## src/cas_consts.svh

```systemverilog
// constants for the cpu alu status datapath
`ifndef CAS_CONSTS_SVH
`define CAS_CONSTS_SVH
`define CAS_SR_DC_BIT    8
`define CAS_SR_PRI_HI    7
`define CAS_SR_PRI_LO    5
`define CAS_SR_RA_BIT    4
`define CAS_SR_N_BIT     3
`define CAS_SR_OV_BIT    2
`define CAS_SR_Z_BIT     1
`define CAS_SR_C_BIT     0
`define CAS_CC_EXT_BIT   3
`define CAS_CC_PSV_BIT   2
`define CAS_SR_RESET     16'h0000
`define CAS_CC_RESET     16'h0000
`define CAS_PRI_TOP      3'h7
`define CAS_DIV_CYCLES   5'h13
`endif

```

## src/cas_pkg.sv

```systemverilog
// types for the cpu alu status datapath
package cas_pkg;
  typedef enum logic [3:0] {
    CAS_OP_ADD = 4'h0,
    CAS_OP_SUB = 4'h1,
    CAS_OP_AND = 4'h2,
    CAS_OP_OR  = 4'h3,
    CAS_OP_XOR = 4'h4,
    CAS_OP_ASR = 4'h5,
    CAS_OP_LSR = 4'h6,
    CAS_OP_SL  = 4'h7,
    CAS_OP_MOV = 4'h8
  } cas_op_t;
  typedef enum logic [2:0] {
    CAS_MUL_SS  = 3'h0,
    CAS_MUL_UU  = 3'h1,
    CAS_MUL_SU5 = 3'h2,
    CAS_MUL_UU5 = 3'h3,
    CAS_MUL_US  = 3'h4,
    CAS_MUL_BB  = 3'h5
  } cas_mul_t;
  typedef enum logic [1:0] {
    CAS_DIV_IDLE = 2'b00,
    CAS_DIV_RUN  = 2'b01,
    CAS_DIV_FIX  = 2'b10
  } cas_div_st_t;
  typedef struct packed {
    logic        valid;
    cas_op_t     op;
    logic        byte_mode;
    logic        src_mem;
    logic        dst_mem;
    logic        cnt_lit;
    logic [3:0]  lit_cnt;
  } cas_alu_req_t;
  typedef struct packed {
    logic        wr_work;
    logic        wr_mem;
    logic [15:0] data;
  } cas_alu_res_t;
endpackage : cas_pkg

```

## src/cas_datapath.sv

```systemverilog
// alu datapath with status and core control registers
`timescale 1ns/1ps
`include "cas_consts.svh"
// Overview of operation
// RULE1 - half carry set on carry out of bit 3 (byte) or bit 7 (word)
// RULE2 - priority field in status bits 7..5; extension selects levels 8..15
// RULE3 - priority field is read-only while nesting_off_bit is set
// RULE4 - cpu priority is extension bit above the three field bits
// RULE5 - user interrupts inhibited when extension set or level code 111
// RULE6 - repeat active flag in bit 4, read-only, mirrors repeat loop
// RULE7 - negative flag in bit 3 follows result sign
// RULE8 - signed wrap flag in bit 2 marks two's complement overflow
// RULE9 - zero flag set by zero result, cleared by a non-zero one; a status register write loads it from wdata_i bit 1 unless alu_fire is set
// RULE10 - carry flag in bit 0 is carry out of the top bit
// RULE11 - on subtraction carry and half carry mean no borrow
// RULE12 - status bits 15..9 read zero; all status bits reset to zero
// RULE13 - extension bit at control bit 3, clear-only by software
// RULE14 - control bit 2 enables the program memory data window
// RULE15 - add, sub, shift and logic on byte or word width
// RULE16 - operands from work registers or memory, result to either
// RULE17 - 17x17 multiplier with signed, unsigned, mixed, literal, byte modes
// RULE18 - divider signed and unsigned 32/16, 16/16; quotient and remainder out
// RULE19 - divisor any work reg, dividend from even/odd pair, odd is high
// RULE20 - divider runs one cycle per divisor bit, same for both sizes
// RULE21 - every divide takes 19 cycles and can be interrupted
// RULE22 - single-cycle shifter up to 15 bits left or arithmetic right
// RULE23 - multi-bit shifts use only register direct operands
// RULE24 - shift count from register or literal, single or multi-bit
// RULE25 - arithmetic right fills sign, logical right and left fill zero
module cas_datapath
  import cas_pkg::*;
(
  // clock and reset
  input  wire logic         clk_i,
  input  wire logic         rst_i,
  // alu request
  input  wire cas_alu_req_t req_i,
  input  wire logic [15:0]  work_opnd_i,
  input  wire logic [15:0]  mem_opnd_i,
  input  wire logic [15:0]  opnd_b_i,
  output cas_alu_res_t      res_o,
  output logic              shift_mode_err_o,
  // multiplier
  input  wire logic         mul_go_i,
  input  wire cas_mul_t     mul_mode_i,
  input  wire logic [15:0]  mul_a_i,
  input  wire logic [15:0]  mul_b_i,
  output logic [31:0]       mul_prod_o,
  // divider
  input  wire logic         div_go_i,
  input  wire logic         div_signed_i,
  input  wire logic         div_long_i,
  input  wire logic         div_abort_i,
  input  wire logic [15:0]  div_even_i,
  input  wire logic [15:0]  div_odd_i,
  input  wire logic [15:0]  div_divisor_i,
  output logic              div_busy_o,
  output logic              div_done_o,
  output logic [15:0]       first_work_reg_o,
  output logic [15:0]       second_work_reg_o,
  // register access
  input  wire logic         sr_we_i,
  input  wire logic         cc_we_i,
  input  wire logic [15:0]  wdata_i,
  input  wire logic         nesting_off_bit_i,
  input  wire logic         repeat_busy_i,
  input  wire logic         pri_raise_i,
  input  wire logic [3:0]   pri_new_i,
  output logic [15:0]       alu_status_o,
  output logic [15:0]       core_control_o,
  output logic [3:0]        cpu_priority_o,
  output logic              user_irq_block_o,
  output logic              program_window_enable_o
);
  // ------------------------------------------------------------
  // alu
  // ------------------------------------------------------------
  logic [15:0] opa;
  logic [15:0] opb;
  logic [16:0] sum;
  logic        hc_raw;
  logic [15:0] lres;
  logic [3:0]  shamt;
  logic [15:0] shifted;
  logic        msb;
  logic        is_arith;
  logic        is_sub;
  logic [4:0]  low_b;
  logic [8:0]  low_w;

  assign opa      = req_i.src_mem ? mem_opnd_i : work_opnd_i;  // RULE16
  assign is_sub   = (req_i.op == CAS_OP_SUB);
  assign opb      = is_sub ? ~opnd_b_i : opnd_b_i;
  // subtract as a + ~b + 1 so carry reads as not-borrow
  assign sum      = {1'b0, opa} + {1'b0, opb} + {16'h0000, is_sub};  // RULE11
  assign low_b    = {1'b0, opa[3:0]} + {1'b0, opb[3:0]} + {4'h0, is_sub};
  assign low_w    = {1'b0, opa[7:0]} + {1'b0, opb[7:0]} + {8'h00, is_sub};
  assign hc_raw   = req_i.byte_mode ? low_b[4] : low_w[8];  // RULE1
  assign shamt    = req_i.cnt_lit ? req_i.lit_cnt : opnd_b_i[3:0];  // RULE24
  assign is_arith = (req_i.op == CAS_OP_ADD) || is_sub;

  // byte mode sign-extends so an arithmetic right shift fills from bit 7
  logic [15:0] sh_src;
  assign sh_src = req_i.byte_mode ? {{8{opa[7]}}, opa[7:0]} : opa;

  always_comb begin
    shifted = sh_src;
    unique case (req_i.op)
      CAS_OP_ASR: shifted = 16'($signed(sh_src) >>> shamt);  // RULE22 RULE25
      CAS_OP_LSR: shifted = (req_i.byte_mode ? {8'h00, opa[7:0]} : opa) >> shamt;  // RULE25
      CAS_OP_SL:  shifted = opa << shamt;  // RULE22
      default:    shifted = sh_src;
    endcase
  end

  always_comb begin
    lres = 16'h0000;
    unique case (req_i.op)  // RULE15
      CAS_OP_ADD, CAS_OP_SUB: lres = sum[15:0];
      CAS_OP_AND: lres = opa & opnd_b_i;
      CAS_OP_OR:  lres = opa | opnd_b_i;
      CAS_OP_XOR: lres = opa ^ opnd_b_i;
      CAS_OP_ASR, CAS_OP_LSR, CAS_OP_SL: lres = shifted;
      default:    lres = opa;
    endcase
  end

  logic [15:0] rmask;
  logic        carry_raw;
  logic        ov_raw;
  logic        is_shift;
  assign rmask     = req_i.byte_mode ? {8'h00, lres[7:0]} : lres;
  assign msb       = req_i.byte_mode ? lres[7] : lres[15];
  assign carry_raw = req_i.byte_mode ? (opa[7:0] + opb[7:0] + {7'h00, is_sub}) > 9'h0FF : sum[16];  // RULE10
  assign ov_raw    = req_i.byte_mode ? ((opa[7] == opb[7]) && (lres[7] != opa[7]))
                                     : ((opa[15] == opb[15]) && (lres[15] != opa[15]));  // RULE8
  assign is_shift  = (req_i.op == CAS_OP_ASR) || (req_i.op == CAS_OP_LSR) || (req_i.op == CAS_OP_SL);
  // multi-bit shifts reject memory operands and do nothing
  assign shift_mode_err_o = req_i.valid && is_shift && (req_i.src_mem || req_i.dst_mem);  // RULE23
  logic alu_fire;
  assign alu_fire = req_i.valid && !shift_mode_err_o;

  cas_alu_res_t res_reg;
  always_ff @(posedge clk_i) begin
    if (rst_i) begin
      res_reg <= '0;
    end else begin
      res_reg.wr_work <= alu_fire && !req_i.dst_mem;  // RULE16
      res_reg.wr_mem  <= alu_fire && req_i.dst_mem;
      res_reg.data    <= rmask;
    end
  end
  assign res_o = res_reg;

  // ------------------------------------------------------------
  // status and core control
  // ------------------------------------------------------------
  logic       dc_reg, n_reg, ov_reg, z_reg, c_reg, ra_reg, ext_reg, psv_reg;
  logic [2:0] pri_reg;
  logic [2:0] pri_next;
  logic       ext_next;

  always_comb begin
    pri_next = pri_reg;
    ext_next = ext_reg;
    if (sr_we_i && !nesting_off_bit_i) pri_next = wdata_i[`CAS_SR_PRI_HI:`CAS_SR_PRI_LO];  // RULE3
    if (cc_we_i && !wdata_i[`CAS_CC_EXT_BIT]) ext_next = 1'b0;  // RULE13
    if (pri_raise_i) begin
      pri_next = pri_new_i[2:0];
      ext_next = pri_new_i[3];  // RULE13
    end
  end

  always_ff @(posedge clk_i) begin
    if (rst_i) begin
      {dc_reg, n_reg, ov_reg, z_reg, c_reg} <= 5'h00;  // RULE12
      ra_reg  <= 1'b0;
      pri_reg <= 3'h0;
      ext_reg <= 1'b0;
      psv_reg <= 1'b0;
    end else begin
      ra_reg  <= repeat_busy_i;  // RULE6
      pri_reg <= pri_next;
      ext_reg <= ext_next;
      if (cc_we_i) psv_reg <= wdata_i[`CAS_CC_PSV_BIT];  // RULE14
      if (alu_fire) begin
        n_reg <= msb;  // RULE7
        z_reg <= (rmask == 16'h0000);  // RULE9
        if (is_arith) begin
          c_reg  <= carry_raw;  // RULE10 RULE11
          dc_reg <= hc_raw;  // RULE1
          ov_reg <= ov_raw;  // RULE8
        end
      end else if (sr_we_i) begin
        dc_reg <= wdata_i[`CAS_SR_DC_BIT];
        n_reg  <= wdata_i[`CAS_SR_N_BIT];
        ov_reg <= wdata_i[`CAS_SR_OV_BIT];
        z_reg  <= wdata_i[`CAS_SR_Z_BIT];
        c_reg  <= wdata_i[`CAS_SR_C_BIT];
      end
    end
  end

  assign alu_status_o = {7'h00, dc_reg, pri_reg, ra_reg, n_reg, ov_reg, z_reg, c_reg};  // RULE12 RULE2
  assign core_control_o = {12'h000, ext_reg, psv_reg, 2'b00};
  assign cpu_priority_o = {ext_reg, pri_reg};  // RULE4
  assign user_irq_block_o = ext_reg || (pri_reg == `CAS_PRI_TOP);  // RULE5
  assign program_window_enable_o = psv_reg;  // RULE14

  // ------------------------------------------------------------
  // multiplier
  // ------------------------------------------------------------
  logic        sa, sb;
  logic [16:0] ma, mb;
  logic [33:0] prod;
  assign sa = (mul_mode_i == CAS_MUL_SS) || (mul_mode_i == CAS_MUL_SU5);
  assign sb = (mul_mode_i == CAS_MUL_SS) || (mul_mode_i == CAS_MUL_US);
  always_comb begin
    ma = {sa & mul_a_i[15], mul_a_i};
    mb = {sb & mul_b_i[15], mul_b_i};
    unique case (mul_mode_i)
      CAS_MUL_SU5, CAS_MUL_UU5: mb = {12'h000, mul_b_i[4:0]};
      CAS_MUL_BB: begin
        ma = {9'h000, mul_a_i[7:0]};
        mb = {9'h000, mul_b_i[7:0]};
      end
      default: ;
    endcase
  end
  // the 34-bit target widens both signed operands before the product is formed
  assign prod = $signed(ma) * $signed(mb);  // RULE17
  always_ff @(posedge clk_i) begin
    if (rst_i) mul_prod_o <= 32'h0000_0000;
    else if (mul_go_i) mul_prod_o <= prod[31:0];
  end

  // ------------------------------------------------------------
  // divider: 16 steps, then fix-up cycles up to cycle 19
  // ------------------------------------------------------------
  cas_div_st_t st_reg;
  logic [4:0]  cnt_reg;
  logic [31:0] dvd_reg;
  logic [16:0] rem_reg;
  logic [15:0] dsr_reg;
  logic        neg_q_reg, neg_r_reg;
  logic [31:0] dvd_in;
  logic [15:0] dsr_abs;
  logic [31:0] dvd_abs;
  logic [16:0] rem_sh;
  logic [16:0] rem_nx;

  assign dvd_in  = div_long_i ? {div_odd_i, div_even_i}
                              : {{16{div_signed_i & div_even_i[15]}}, div_even_i};  // RULE19
  assign dsr_abs = (div_signed_i && div_divisor_i[15]) ? 16'(-div_divisor_i) : div_divisor_i;
  assign dvd_abs = (div_signed_i && dvd_in[31]) ? 32'(-dvd_in) : dvd_in;
  assign rem_sh  = {rem_reg[15:0], dvd_reg[31]};
  // non-restoring step: add or subtract by sign of the partial remainder
  assign rem_nx  = rem_reg[16] ? rem_sh + {1'b0, dsr_reg} : rem_sh - {1'b0, dsr_reg};

  always_ff @(posedge clk_i) begin
    if (rst_i || div_abort_i) begin  // RULE21
      st_reg     <= CAS_DIV_IDLE;
      cnt_reg    <= 5'h00;
      dvd_reg    <= 32'h0000_0000;
      rem_reg    <= 17'h00000;
      dsr_reg    <= 16'h0000;
      neg_q_reg  <= 1'b0;
      neg_r_reg  <= 1'b0;
    end else begin
      unique case (st_reg)
        CAS_DIV_IDLE: if (div_go_i) begin
          st_reg    <= CAS_DIV_RUN;
          cnt_reg   <= 5'h01;
          dvd_reg   <= {dvd_abs[15:0], 16'h0000};
          rem_reg   <= {1'b0, dvd_abs[31:16]};
          dsr_reg   <= dsr_abs;  // RULE19
          neg_q_reg <= div_signed_i && (dvd_in[31] ^ div_divisor_i[15]);
          neg_r_reg <= div_signed_i && dvd_in[31];
        end
        CAS_DIV_RUN: begin  // RULE20
          rem_reg <= rem_nx;
          dvd_reg <= {dvd_reg[30:0], ~rem_nx[16]};
          cnt_reg <= cnt_reg + 5'h01;
          if (cnt_reg == 5'h10) st_reg <= CAS_DIV_FIX;
        end
        CAS_DIV_FIX: begin
          cnt_reg <= cnt_reg + 5'h01;
          if (cnt_reg == 5'h11) begin
            if (rem_reg[16]) rem_reg <= rem_reg + {1'b0, dsr_reg};
          end else if (cnt_reg == `CAS_DIV_CYCLES) begin
            st_reg <= CAS_DIV_IDLE;
          end
        end
        default: st_reg <= CAS_DIV_IDLE;
      endcase
    end
  end
  // a 32/16 divide runs the low 16 dividend bits after the high half is
  // preloaded; quotients that do not fit 16 bits are not flagged and leave no valid result
  assign div_busy_o = (st_reg != CAS_DIV_IDLE);
  assign div_done_o = (st_reg == CAS_DIV_FIX) && (cnt_reg == `CAS_DIV_CYCLES);  // RULE21
  assign first_work_reg_o  = neg_q_reg ? 16'(-dvd_reg[15:0]) : dvd_reg[15:0];  // RULE18
  assign second_work_reg_o = neg_r_reg ? 16'(-rem_reg[15:0]) : rem_reg[15:0];  // RULE18

  // ------------------------------------------------------------
  // checks
  // ------------------------------------------------------------
  a_div_nineteen: assert property (@(posedge clk_i) disable iff (rst_i || div_abort_i)
    (!div_busy_o && div_go_i) |=> div_busy_o [*8] ##11 div_done_o)  // RULE21
    else $error("divide did not finish in 19 cycles");
  a_pri_locked: assert property (@(posedge clk_i) disable iff (rst_i)
    (nesting_off_bit_i && !pri_raise_i) |=> $stable(alu_status_o[7:5]))  // RULE3
    else $error("priority field changed while locked");
  a_irq_block: assert property (@(posedge clk_i) disable iff (rst_i)
    user_irq_block_o == (cpu_priority_o[3] || cpu_priority_o[2:0] == 3'h7))  // RULE5
    else $error("interrupt inhibit wrong");
  a_ra_follow: assert property (@(posedge clk_i) disable iff (rst_i)
    repeat_busy_i |=> alu_status_o[4])  // RULE6
    else $error("repeat flag not set");
  a_zero_flag: assert property (@(posedge clk_i) disable iff (rst_i)
    (alu_fire && rmask != 16'h0) |=> !alu_status_o[1])  // RULE9
    else $error("zero flag not cleared");
  a_ext_noset: assert property (@(posedge clk_i) disable iff (rst_i)
    (!core_control_o[3] && !pri_raise_i) |=> !core_control_o[3])  // RULE13
    else $error("extension bit set by software");
  a_hi_zero: assert property (@(posedge clk_i) alu_status_o[15:9] == 7'h00)  // RULE12
    else $error("unimplemented status bits set");
  a_shift_block: assert property (@(posedge clk_i) disable iff (rst_i)
    shift_mode_err_o |=> !res_o.wr_work && !res_o.wr_mem)  // RULE23
    else $error("memory shift was executed");
  a_psv_write: assert property (@(posedge clk_i) disable iff (rst_i)
    cc_we_i |=> program_window_enable_o == $past(wdata_i[2]))  // RULE14
    else $error("window enable not written");
endmodule : cas_datapath

```

## config.mk

```make
export PLATFORM = sky130hd
export DESIGN_NAME = cas_datapath
export DESIGN_NICKNAME = d
export VERILOG_FILES = /design/src/cas_pkg.sv /design/src/cas_datapath.sv
export VERILOG_INCLUDE_DIRS = /design/src
export SDC_FILE = /design/constraint.sdc
export NUM_CORES = 2
export LEC_CHECK = 0
export BUFFER_PORTS_ARGS = -buffer_cell sky130_fd_sc_hd__buf_2
export CAP_MARGIN = 25
export CORE_ASPECT_RATIO = 1.1
export CORE_MARGIN = 3
export CORE_UTILIZATION = 60
export CTS_BUF_LIST = sky130_fd_sc_hd__clkbuf_8
export CTS_CLUSTER_DIAMETER = 60
export DETAILED_ROUTE_END_ITERATION = 12
export MAX_ROUTING_LAYER = met4
export PLACE_DENSITY = 0.86
export SETUP_SLACK_MARGIN = 0.2
export SYNTH_ARGS = -nofsm -noshare
export SYNTH_HDL_FRONTEND = slang
export SYNTH_SLANG_ARGS = --single-unit
```

## constraint.sdc

```tcl
create_clock -name clk_i -period 10.9 [get_ports clk_i]
set_clock_uncertainty 0.15 [all_clocks]
set_input_delay 2.18 -clock clk_i [delete_from_list [all_inputs] [get_ports clk_i]]
set_output_delay 2.18 -clock clk_i [all_outputs]
set_load 0.01 [all_outputs]
```

==> metrics.md <==
| Metric | Value |
|---|---|
| Status | completed |
| Max FO, Critical Path | 35 |
| Multi-input logic area | 0.01911 mm² |
| Core area | 0.03937 mm² |
| CP cell instances | buf_2, nand2b_1, and3_1, nand2_1, fa_1, inv_1, fa_1, inv_1, fa_1, inv_1, fa_1, fa_1, inv_1, fa_1, inv_1, ha_1, o21ai_0, or3_1, o21a_1, o21ai_0, a31oi_1, and4_1, a311o_1 |
| Rel. slew slack | 32.96% |
| Final instance area | 0.02581 mm² |
| Int Power | 2.433 mW |
| Vias in the first global route | 22,687 |
| Final setup TNS | 0 ps |
| VDD IR max | 195.3 µV |
| Unrepaired setup endpoints after global routing | false |
| Clock share of power | 8.7% |
| Port bufs | 269 |
| Synth Flop Type | dfxtp_1 |
| Tcrit/Tclk final | 86.26% |
| Post-Syn Area | 0.02400 mm² |
| Worst path required time | 11,140 ps |
| Startpoint types | input pin |
| Final Hold Vio Count | 0 |
| Die footprint | 0.04243 mm² |
| Area Growth Syn to Fin | 7.571% |
| Share of cells above drive strength 1 | 12.71% |
| DR pass1 iterations | 9 |
| Clock sink count | 135 |
| Root Buffer | clkbuf_8 |
| CP max-delay cell | and3_1 |
| Yosys cell types | 89 |
| Final Max Slew Viols | 0 |
| Post-Syn Instances | 2,968 |
| Buffers & Inverters on Critical Path | 6 |
| FP Rows | 76 |
| Max Root-Sink Buffers | 2 |
| Starting DRT DRC Count | 2,440 |
| Post-synth top cells | 378 x inv_1, 297 x nor2_1, 285 x fa_1 |
| Clock latency at the later pin of the worst-skew pair | 500 ps |
| CP max stage delay | 800 ps |
| Largest net degree at the start of global routing | 57 |
| Net Sw Frac | 51.60% |
| Post-CTS setup buffers | 0 |
| Gr busiest metal | met2 |
| Num ports | 299 |
| CP arrival | 9640 ps |
| GRT Total Usage | 34.82% |
| Crit Path Class | input pin to flop |
| GR Layer Usage met3 | 6.308% |
| Hpwl dp | 56,980 µm |
| Avg Vias per Cell | 6.199 |
| Comb pwr share | 79.4% |
| Ranking of synthesized cells by area | fa_1 24%, dfxtp_1 11%, ha_1 9.0% |
| Global placer's final weighted congestion | 1.062 |
| Crit path time final | 9402 ps |
| Die extent in x | 196.7 µm |
| Yosys warns | 0 |
| CTS tree | done |
| Crit path max-delay family | adder cells |
| Crit path top cell by count | fa_1 |
| Sequential power share | 11.9% |
| Seq/Total Area, Yosys | 11.26% |
| WL final | 71,730 µm |
| Most frequent cell after synthesis | inv_1 |
| Per-cell routed wire length | 19.76 µm |
| FF+latch area | 0.002703 mm² |
| Setup slack, reg-to-reg | 6090 ps |
| Reg clk slew, reported paths | 90 ps |
| CTS resizes | 0 |
| Post-synth ARST share | 0% |
| Cts bufs inserted | 17 |
| Number of fillers in the final layout | 3,276 |
| Post-synthesis register bit count | 135 |
| Top-area cell type share of the netlist area | 23.78% |
| Least-Margin Pin Slew | 1006 ps |
| N_diodes | 0 |
| Cell taking the most area after synthesis | fa_1 |
| Avg Cell Area, Syn | 8.085 µm² |
| DP Area | 0.02539 mm² |
| Hold Buf Count CTS | 0 |
| Initial antenna violation count | 0 |
| Nets@finish | 3,744 |
| Max-cap viol count | 0 |
| Remaining Overflow, GRT | 0 |
| CTS H-tree lvls | 4 |
| P_sw | 2.594 mW |
| # DRC | 0 |
| Post-synth EDFFs | 0 |
| GRT met2 Usage | 55.31% |
| First-pass GRT wire length | 116,500 µm |
| Setup Viol. Count Final | 0 |
| Die height | 215.7 µm |
| Max Clock Freq | 106.4 MHz |
| GR Util met1 | 42.86% |
| Leakage power | 12.63 nW |
| Vias | 22,503 |
| Hold/Removal Path Class | flop to flop |
| Final core occ | 65.57% |
| Final ANT Viol Nets | 0 |
| Initial Util | 60.95% |
| Crit path capture type | flop |
| Power per cell area | 194.8 mW/mm² |
worst paths after layout:
path / endpoint / depth (start not counted) / from
min: mul_prod_o[0] / 2 / mul_prod_o[0]
min reg2reg: mul_prod_o[0] / 2 / mul_prod_o[0]
max reg2reg: rem_reg[12] / 13 / dsr_reg[3]
max: mul_prod_o[28] / 23 / mul_mode_i[2]
cell usage in the layout (no fill, tap or decap), types with 28 or more instances in the layout:
| cell | Yosys | routed |
|---|---|---|
| nor3_1 | 37 | 37 |
| and2_1 | 102 | 102 |
| o21ai_0 | 93 | 93 |
| dfxtp_1 | 135 | 135 |
| nand3_1 | 58 | 58 |
| mux2_2 | 28 | 28 |
| nor2_1 | 297 | 297 |
| inv_1 | 378 | 378 |
| ha_1 | 173 | 173 |
| mux2i_1 | 72 | 71 |
| xnor2_1 | 106 | 106 |
| a21oi_1 | 162 | 161 |
| buf_2 | 7 | 269 |
| a211oi_1 | 32 | 32 |
| nand2_1 | 275 | 275 |
| xor2_1 | 62 | 62 |
| and3_1 | 63 | 63 |
| fa_1 | 285 | 285 |
worst min-delay path, cell delays in order (launching register included):
cell	delay [ps]
dfxtp_1	320
nand2b_1	60
a21oi_1	50
power groups by stage:
stage                     Clock, mW  Sequential [mW]  Combinational [mW]
after floorplan                   0            0.610                2.99
after global placement            0            0.604                3.75
after detailed placement          0            0.607                3.91
after CTS                     0.446            0.596                3.96
after global routing          0.467            0.603                4.48
final                         0.440            0.598                3.99
final cells by class:
| cell class | instances | area share [%] |
|---|---|---|
| timing repair buffer | 289 | 5.894 |
| clock buffer | 18 | 0.9598 |
| inverter | 384 | 5.584 |
| multi-input combinational | 2283 | 74.02 |
| clock inverter | 14 | 0.6156 |
| sequential | 135 | 10.47 |
| tap | 507 | 2.458 |
routing by layer:
| layer | routed length (µm) | vias up |
|---|---|---|
| li1 | - | 10167 |
| met1 | 27170 | 10796 |
| met2 | 33630 | 1270 |
| met3 | 6962 | 270 |
| met4 | 3969 | 0 |
| met5 | 0 | - |
cells by family (layout without fill, tap and decap cells):
logic type | count (synthesis) | in the layout | share of synthesized area, %
other cells | 1 | 21 | 0.01563
fa+ha+maj | 458 | 458 | 32.80
buf+inv | 570 | 705 | 9.641
simple gates | 964 | 964 | 19.07
xor+xnor | 168 | 168 | 6.132
compound gates | 554 | 554 | 15.29
flops | 135 | 135 | 11.26
mux | 118 | 118 | 5.793
stage by stage:
| step | power [mW] | setup slack (ps) | hold WS (ps) | instances |
|---|---|---|---|---|
| after CTS | 5.004 | 1586 | 340.4 | 3629 |
| after global placement | 4.354 | 1180 | 306.3 | 3596 |
| after floorplan | 3.599 | 2271 | 303.0 | 2988 |
| after detailed placement | 4.513 | 1100 | 322.2 | 3597 |
| final | 5.028 | 1498 | 333.8 | 3630 |
| after global routing | 5.550 | 1153 | 362.3 | 3630 |
(Power assumes the default switching activity.)
